`config.mk`:
```
export PLATFORM = sky130hd
export DESIGN_NAME = ata_power_predict_cmd
export DESIGN_NICKNAME = d
export VERILOG_FILES = /design/src/ata_pm_pkg.sv /design/src/ata_power_predict_cmd.sv
export SDC_FILE = /design/constraint.sdc
export NUM_CORES = 1
export LEC_CHECK = 0
export ABC_AREA = 1
export BUFFER_PORTS_ARGS = -buffer_cell sky130_fd_sc_hd__buf_2
export CORE_ASPECT_RATIO = 1.2
export CORE_MARGIN = 2
export CORE_UTILIZATION = 26
export DETAILED_ROUTE_END_ITERATION = 8
export PLACE_DENSITY = 0.44
export SYNTH_ARGS = -nofsm -noshare
export SYNTH_HDL_FRONTEND = slang
export SYNTH_SLANG_ARGS = --single-unit
```
`constraint.sdc`:
```
create_clock -name clk_sys_i -period 3.55 [get_ports clk_sys_i]
set_input_delay 0.355 -clock clk_sys_i [delete_from_list [all_inputs] [get_ports clk_sys_i]]
set_output_delay 0.355 -clock clk_sys_i [all_outputs]
set_load 0.03 [all_outputs]
```
`src/ata_pm_pkg.sv`:
```
// Package of constants and types for the power and failure-prediction command block
package ata_pm_pkg;

  // ----------------------------------------------------------------------
  // Task-file port addresses
  // ----------------------------------------------------------------------
  localparam logic [9:0] ADDR_ERR_FEAT = 10'h1F1;  // Error on read, features on write
  localparam logic [9:0] ADDR_SECCNT   = 10'h1F2;  // Sector count port
  localparam logic [9:0] ADDR_SECNUM   = 10'h1F3;  // Sector number port
  localparam logic [9:0] ADDR_CYLLO    = 10'h1F4;  // Cylinder low port
  localparam logic [9:0] ADDR_CYLHI    = 10'h1F5;  // Cylinder high port
  localparam logic [9:0] ADDR_DEVHEAD  = 10'h1F6;  // Device/head port
  localparam logic [9:0] ADDR_CMD_COND = 10'h1F7;  // Command on write, condition on read

  // ----------------------------------------------------------------------
  // Command opcodes
  // ----------------------------------------------------------------------
  localparam logic [7:0] OP_SLEEP_A  = 8'h99;  // Sleep
  localparam logic [7:0] OP_SLEEP_B  = 8'hE6;  // Sleep, alternate
  localparam logic [7:0] OP_PWRCHK_A = 8'h98;  // Power-mode query
  localparam logic [7:0] OP_PWRCHK_B = 8'hE5;  // Power-mode query, alternate
  localparam logic [7:0] OP_PREDICT  = 8'hB0;  // Failure prediction

  // ----------------------------------------------------------------------
  // Failure-prediction subcommands and keys
  // ----------------------------------------------------------------------
  localparam logic [7:0] SUB_RD_ATTR  = 8'hD0;  // Read attribute values
  localparam logic [7:0] SUB_RD_THR   = 8'hD1;  // Read thresholds
  localparam logic [7:0] SUB_AUTOSAVE = 8'hD2;  // Attribute autosave on/off
  localparam logic [7:0] SUB_SAVE     = 8'hD3;  // Save attribute values
  localparam logic [7:0] SUB_ENABLE   = 8'hD8;  // Enable prediction
  localparam logic [7:0] SUB_DISABLE  = 8'hD9;  // Disable prediction
  localparam logic [7:0] SUB_STATUS   = 8'hDA;  // Return status
  localparam logic [7:0] KEY_CYLLO    = 8'h4F;  // Key in cylinder low
  localparam logic [7:0] KEY_CYLHI    = 8'hC2;  // Key in cylinder high

  // ----------------------------------------------------------------------
  // Power-state codes and condition/error bit positions
  // ----------------------------------------------------------------------
  localparam logic [7:0] PWR_CODE_STANDBY = 8'h00;  // Standby, entering or leaving it
  localparam logic [7:0] PWR_CODE_IDLE    = 8'h80;  // Idle
  localparam logic [7:0] PWR_CODE_ACTIVE  = 8'hFF;  // Active
  localparam int COND_BSY_BIT  = 7;  // Busy
  localparam int COND_RDY_BIT  = 6;  // Device ready
  localparam int COND_ERR_BIT  = 0;  // Error
  localparam int ERR_ABORT_BIT = 2;  // Aborted command

  // Power mode reported by the drive's motor control
  typedef enum logic [1:0] {
    PM_ACTIVE   = 2'b00,
    PM_IDLE     = 2'b01,
    PM_STANDBY  = 2'b10,
    PM_SPINNING = 2'b11   // Moving into or out of standby
  } pwr_mode_e;

  // Command sequencer states
  typedef enum logic [1:0] {
    ST_READY  = 2'b00,
    ST_DECODE = 2'b01,
    ST_SUBWT  = 2'b10,
    ST_SLEEP  = 2'b11
  } cmd_state_e;

endpackage : ata_pm_pkg

```
`src/ata_power_predict_cmd.sv`:
```
// Command interpreter for sleep, power-mode query and failure-prediction entry
`timescale 1ns/1ps
module ata_power_predict_cmd (
  input  wire logic                  clk_sys_i,       // 50 MHz core clock
  input  wire logic                  reset_n_i,       // Hardware reset, sync, active low
  input  wire logic                  ce_i,            // Clock enable
  input  wire logic                  soft_reset_i,    // Software reset from device control
  input  wire logic [9:0]            addr_i,          // Task-file address
  input  wire logic                  wr_i,            // Write strobe
  input  wire logic                  rd_i,            // Read strobe
  input  wire logic [7:0]            wdata_i,         // Write data
  input  wire ata_pm_pkg::pwr_mode_e pwr_mode_i,      // Present power mode
  input  wire logic                  spindle_idle_i,  // Spindle has stopped
  input  wire logic                  predict_nv_i,    // Stored prediction enable
  input  wire logic                  attr_event_i,    // Attribute sample available
  input  wire logic                  sub_done_i,      // Subcommand engine finished
  output logic [7:0]                 rdata_o,         // Read data
  output logic                       rdata_oe_n_o,    // Read driver enable, low drives
  output logic                       intrq_o,         // Host interrupt
  output logic                       spindle_stop_o,  // Spin-down request
  output logic                       asleep_o,        // Sleep state
  output logic                       predict_en_o,    // Prediction enable, to store
  output logic                       attr_update_o,   // Attribute update pulse
  output logic                       sub_go_o,        // Subcommand engine start
  output logic [7:0]                 sub_code_o       // Subcommand to engine
);
  import ata_pm_pkg::*;

  // ----------------------------------------------------------------------
  // Task-file storage
  // ----------------------------------------------------------------------
  logic [7:0] features;     // Features port
  logic [7:0] sector_count; // Sector count port
  logic [7:0] sector_num;   // Sector number port
  logic [7:0] cyl_low;      // Cylinder low port
  logic [7:0] cyl_high;     // Cylinder high port
  logic [7:0] dev_head;     // Device/head port
  logic [7:0] error_reg;    // Error port
  logic       bsy;          // Busy
  logic       err;          // Error in condition port
  logic       restored;     // Enable flag loaded from store
  cmd_state_e state;        // Sequencer state
  logic [7:0] opcode;       // Latched command

  wire run     = reset_n_i && ce_i && !soft_reset_i;  // Normal operation
  wire cmd_wr  = wr_i && (addr_i == ADDR_CMD_COND);    // Command write
  // A command is taken only when idle and awake
  wire cmd_ok  = cmd_wr && !bsy && (state == ST_READY);

  // Power mode to code
  function automatic logic [7:0] pwr_code(input pwr_mode_e m);
    case (m)
      PM_ACTIVE: pwr_code = PWR_CODE_ACTIVE;
      PM_IDLE:   pwr_code = PWR_CODE_IDLE;
      default:   pwr_code = PWR_CODE_STANDBY;
    endcase
  endfunction : pwr_code

  // Subcommand known to this device
  function automatic logic sub_known(input logic [7:0] s);
    sub_known = (s == SUB_RD_ATTR) || (s == SUB_RD_THR) || (s == SUB_AUTOSAVE) ||
                (s == SUB_SAVE) || (s == SUB_ENABLE) || (s == SUB_DISABLE) ||
                (s == SUB_STATUS);
  endfunction : sub_known

  // Opcode of the sleep command
  function automatic logic is_sleep(input logic [7:0] c);
    is_sleep = (c == OP_SLEEP_A) || (c == OP_SLEEP_B);
  endfunction : is_sleep

  // Prediction entry checks
  wire keys_ok  = (cyl_low == KEY_CYLLO) && (cyl_high == KEY_CYLHI);
  wire sub_ok   = sub_known(features);
  wire gated_ok = predict_en_o || (features == SUB_ENABLE);

  // ----------------------------------------------------------------------
  // Parameter port writes
  // ----------------------------------------------------------------------
  // Plain writes land only while idle; sleep ignores the interface
  always_ff @(posedge clk_sys_i) begin
    if (!reset_n_i) begin
      features   <= 8'h00;
      sector_num <= 8'h00;
      cyl_low    <= 8'h00;
      cyl_high   <= 8'h00;
      dev_head   <= 8'h00;
    end else if (ce_i && wr_i && !bsy && state == ST_READY) begin
      case (addr_i)
        ADDR_ERR_FEAT: features   <= wdata_i;
        ADDR_SECNUM:   sector_num <= wdata_i;
        ADDR_CYLLO:    cyl_low    <= wdata_i;
        ADDR_CYLHI:    cyl_high   <= wdata_i;
        ADDR_DEVHEAD:  dev_head   <= wdata_i;
        default:       ;
      endcase
    end
  end

  // ----------------------------------------------------------------------
  // Command sequencer
  // ----------------------------------------------------------------------
  // Busy, error, interrupt, sector count and sleep all move together here
  always_ff @(posedge clk_sys_i) begin
    if (!reset_n_i) begin
      state          <= ST_READY;
      bsy            <= 1'b0;
      err            <= 1'b0;
      error_reg      <= 8'h00;
      intrq_o        <= 1'b0;
      opcode         <= 8'h00;
      sector_count   <= 8'h00;
      spindle_stop_o <= 1'b0;
      asleep_o       <= 1'b0;
      sub_go_o       <= 1'b0;
      sub_code_o     <= 8'h00;
    end else if (ce_i && soft_reset_i) begin
      state          <= ST_READY;
      bsy            <= 1'b0;
      err            <= 1'b0;
      error_reg      <= 8'h00;
      intrq_o        <= 1'b0;
      spindle_stop_o <= 1'b0;
      asleep_o       <= 1'b0;
      sub_go_o       <= 1'b0;
    end else if (ce_i) begin
      sub_go_o <= 1'b0;
      // Status read acknowledges the interrupt
      if (rd_i && addr_i == ADDR_CMD_COND && state != ST_SLEEP) begin
        intrq_o <= 1'b0;
      end
      case (state)
        ST_READY: begin
          if (cmd_ok) begin
            opcode  <= wdata_i;
            bsy     <= 1'b1;
            err     <= 1'b0;
            intrq_o <= 1'b0;
            state   <= ST_DECODE;
          end else if (wr_i && addr_i == ADDR_SECCNT && !bsy) begin
            sector_count <= wdata_i;
          end
        end
        ST_DECODE: begin
          bsy     <= 1'b0;
          intrq_o <= 1'b1;
          if (is_sleep(opcode)) begin
            spindle_stop_o <= 1'b1;
            asleep_o       <= 1'b1;
            state          <= ST_SLEEP;
          end else if (opcode == OP_PWRCHK_A || opcode == OP_PWRCHK_B) begin
            sector_count <= pwr_code(pwr_mode_i);
            state        <= ST_READY;
          end else if (opcode == OP_PREDICT && keys_ok && sub_ok && gated_ok) begin
            if (features == SUB_ENABLE || features == SUB_DISABLE) begin
              // flag changed under busy, finishes now
              state <= ST_READY;
            end else begin
              bsy        <= 1'b1;
              intrq_o    <= 1'b0;
              sub_go_o   <= 1'b1;
              sub_code_o <= features;
              state      <= ST_SUBWT;
            end
          end else begin
            err                      <= 1'b1;
            error_reg                <= 8'h00;
            error_reg[ERR_ABORT_BIT] <= 1'b1;
            state                    <= ST_READY;
          end
        end
        ST_SUBWT: begin
          // Engine reports completion
          if (sub_done_i) begin
            bsy     <= 1'b0;
            intrq_o <= 1'b1;
            state   <= ST_READY;
          end
        end
        ST_SLEEP: begin
          spindle_stop_o <= 1'b1;
        end
        default: state <= ST_READY;
      endcase
    end
  end

  // ----------------------------------------------------------------------
  // Prediction enable, persistent across power cycles
  // ----------------------------------------------------------------------
  // Stored value is loaded on the first enabled cycle after reset
  always_ff @(posedge clk_sys_i) begin
    if (!reset_n_i) begin
      predict_en_o <= 1'b0;
      restored     <= 1'b0;
    end else if (ce_i && !restored) begin
      predict_en_o <= predict_nv_i;
      restored     <= 1'b1;
    end else if (run && state == ST_DECODE && opcode == OP_PREDICT && keys_ok) begin
      if (features == SUB_ENABLE) begin
        predict_en_o <= 1'b1;
      end else if (features == SUB_DISABLE && predict_en_o) begin
        predict_en_o <= 1'b0;
      end
    end
  end

  // ----------------------------------------------------------------------
  // Attribute collection
  // ----------------------------------------------------------------------
  // collect while enabled
  always_ff @(posedge clk_sys_i) begin
    if (!reset_n_i) begin
      attr_update_o <= 1'b0;
    end else if (ce_i) begin
      attr_update_o <= attr_event_i && predict_en_o;
    end
  end

  // ----------------------------------------------------------------------
  // Read path
  // ----------------------------------------------------------------------
  // Drivers released in sleep; the host sees a floating bus
  always_ff @(posedge clk_sys_i) begin
    if (!reset_n_i) begin
      rdata_o      <= 8'h00;
      rdata_oe_n_o <= 1'b1;
    end else if (ce_i) begin
      rdata_oe_n_o <= !(rd_i && state != ST_SLEEP && !soft_reset_i);
      if (rd_i) begin
        case (addr_i)
          ADDR_ERR_FEAT: rdata_o <= error_reg;
          ADDR_SECCNT:   rdata_o <= sector_count;
          ADDR_SECNUM:   rdata_o <= sector_num;
          ADDR_CYLLO:    rdata_o <= cyl_low;
          ADDR_CYLHI:    rdata_o <= cyl_high;
          ADDR_DEVHEAD:  rdata_o <= dev_head;
          ADDR_CMD_COND: begin
            rdata_o               <= 8'h00;
            rdata_o[COND_BSY_BIT] <= bsy;
            rdata_o[COND_RDY_BIT] <= !bsy && !asleep_o;
            rdata_o[COND_ERR_BIT] <= err;
          end
          default:       rdata_o <= 8'h00;
        endcase
      end
    end
  end
endmodule : ata_power_predict_cmd

```
==> impl_metrics.toml <==
[timing]
max_slew_margin_pct = 52.1
setup_tns_ps = 0
period_share_pct = 57.4
rsz0062_at_grt = "no"
fin_skew_ps = 9.91
slew_viol_final = 0
finalSetupViolCount = 0
hold_viol = 0
max_freq_mhz = 491
tightestPinTransition_ps = 718
fin_crit_ps = 2040

[synth]
syn_area_um2 = 4330
synth-seq-area-share_pct = 39.3
ys_ff_latch = 85
synth_nets = 645
netlist_instances = 610
ys_warn_count = 0
synth.avg_cell_area_um2 = 7.09
synth_cell_type_count = 32

[cts]
cts_tree = "yes"
path_clk_slew_ps = 70
cts.htree.levels = 3
hold_buffers = 0
cts_setup_buffers = 0
cts_resized = 0
cts-buffers-inserted = 9
max-clock-path-buffers = 2
clock_latency_ps = 350
clkSinkCount = 85
root_buffer = "clkbuf_16"

[min_path]
hold_class = "in2reg"
worst_hold_path.num_cells = 3

[routing]
drc_errors = 0
wire_per_inst_um = 14.8
wl_um = 12900
drtIter0Drc = 239
topRoutingLayerUsed = "met4"
wl_met1_um = 6230
postRouteAntennaNets = 0
dr_wl_met2_um = 6080
avgViaCountPerCell = 4.65
vias = 4053
wl_met3_um = 423
dr.pass1.iters = 4

[setup_path]
critPathKind = "reg2reg"
r2r.worst_path.cells = 8
cp_max_fo = 16
crit_required_ps = 3810
cp.arrival_ps = 2300
end_kind = "flip-flop"
startpoint_type = "flip-flop"

[floorplan]
die_h_um = 145
die_w_um = 122
fp-row-count = 51
io_pins = 53
dieArea_um2 = 17700
coreArea_um2 = 16300
initial_utilization_pct = 26.6

[power_and_ir_drop]
power_leakage_uw = 0.00205
powerDensity_nw_per_um2 = 408
ir_drop_v = 0.000243

[run_status]
status = "completed"

[finish]
final_common_cell = "nand2_1"
syn_to_final_growth_pct = 16.9
final_nets = 690
fillers = 1842
layout-drive-gt1-share_pct = 15.8
num_antenna_cells = 0
layout_common_cells = "nand2_1 (104), inv_1 (90), dfxtp_1 (85), nor2_1 (81), o21ai_0 (60)"
finalInstanceArea_um2 = 5060

[placement]
place_congestion = 0.865
dpl_cell_area_um2 = 4750
hpwlAfterDp_um = 9710
portBuffers = 51

[grt]
antenna_found_initial = 0
grt_pass1_wl_um = 20400
grt_max_degree = 42
grt_usage_pct = 15.0
grt_overflow_total = 0
grt_pass1_vias = 3847

[run]
drv_cap = 0
[logic make-up (layout without fill, tap and decap cells)]
| group | Yosys count | count (layout) | share of synthesized area (%) |
|---|---|---|---|
| simple gates | 262 | 262 | 29.1 |
| compound gates | 144 | 144 | 19.2 |
| buf+inv | 114 | 164 | 10.9 |
| flops | 85 | 85 | 39.3 |
| fa+ha+maj | 5 | 5 | 1.45 |
[where the power goes]
group          leakage (uW)  internal (uW)  switching [uW]
combinational       0.00122           31.0            91.4
sequential         0.000685            957            2.31
clock              0.000151            557             426
total               0.00205           1540             519
[metrics by stage]
step	worst slack, ps	std cells	power, uW	hold WS, ps	utilization (%)
after floorplan	1920	610	1050	428	-
after global placement	1370	856	1100	436	29.2
after detailed placement	1370	856	1100	443	29.2
after CTS	1490	872	2090	252	31.1
after global routing	1230	872	2140	304	31.1
final	1510	872	2060	259	31.1
[critical path, stage by stage (launching register included)]
cell and delay [ps]:
dfxtp_1 350, inv_1 100, ha_1 260, inv_1 100
nor3_4 210, inv_2 130, nor3_4 520, nor2_1 90
a211oi_1 180
[final timing paths]
path / startpoint / to / slack, ps
worst max-delay path: state[0]$_SDFFE_PP0P_ / cyl_high[3]$_SDFFE_PN0P_ / 1510
worst min-delay path: attr_event_i / attr_update_o$_SDFFE_PN0P_ / 260
worst max register to register: state[0]$_SDFFE_PP0P_ / cyl_high[3]$_SDFFE_PN0P_ / 1510
worst min register to register: sub_code_o[6]$_SDFFE_PN0P_ / sub_code_o[6]$_SDFFE_PN0P_ / 450
[Yosys cell counts]
master,number,share of area [%]
a211oi_2,6,1.7
buf_2,2,0.23
nor3_4,5,1.9
ha_1,5,1.4
or2_1,1,0.14
o21ai_1,2,0.23
inv_2,4,0.35
nor2_4,4,1.0
nor2_2,5,0.72
nand4_4,1,0.49
clkbuf_1,11,0.95
nand4_1,23,3.3
inv_4,1,0.14
a211oi_1,18,3.1
nor2_1,81,7.0
nand2_2,5,0.72
a31o_2,1,0.20
nand3_4,2,0.81
nor3_1,12,1.4
buf_4,1,0.17
dfxtp_1,85,39
nand3_1,18,2.1
nand2_1,104,9.0
o21ai_0,60,6.9
nor2_8,1,0.46
a31oi_1,2,0.29
o22ai_1,3,0.43
buf_6,4,1.0
o211ai_1,4,0.69
a21oi_1,48,5.6
clkinv_4,1,0.20
inv_1,90,7.8
[per-layer routing]
layer | global-route usage, % | up-vias
li1 | - | 2096
met1 | 20.3 | 1867
met2 | 24.5 | 81
met3 | 2.36 | 9
met4 | 4.08 | 0
met5 | 0 | -
[area by class of cell]
class	instances	area [um2]	share of cell area, %
clock inverters	7	82.6	1.63
well taps	212	265	5.24
multi-input cells	411	2150	42.6
flip-flops and latches	85	1700	33.6
clock buffers	9	225	4.45
repair buffers	52	263	5.19
inverters	96	368	7.27
Power figures use the tool's default switching activity.
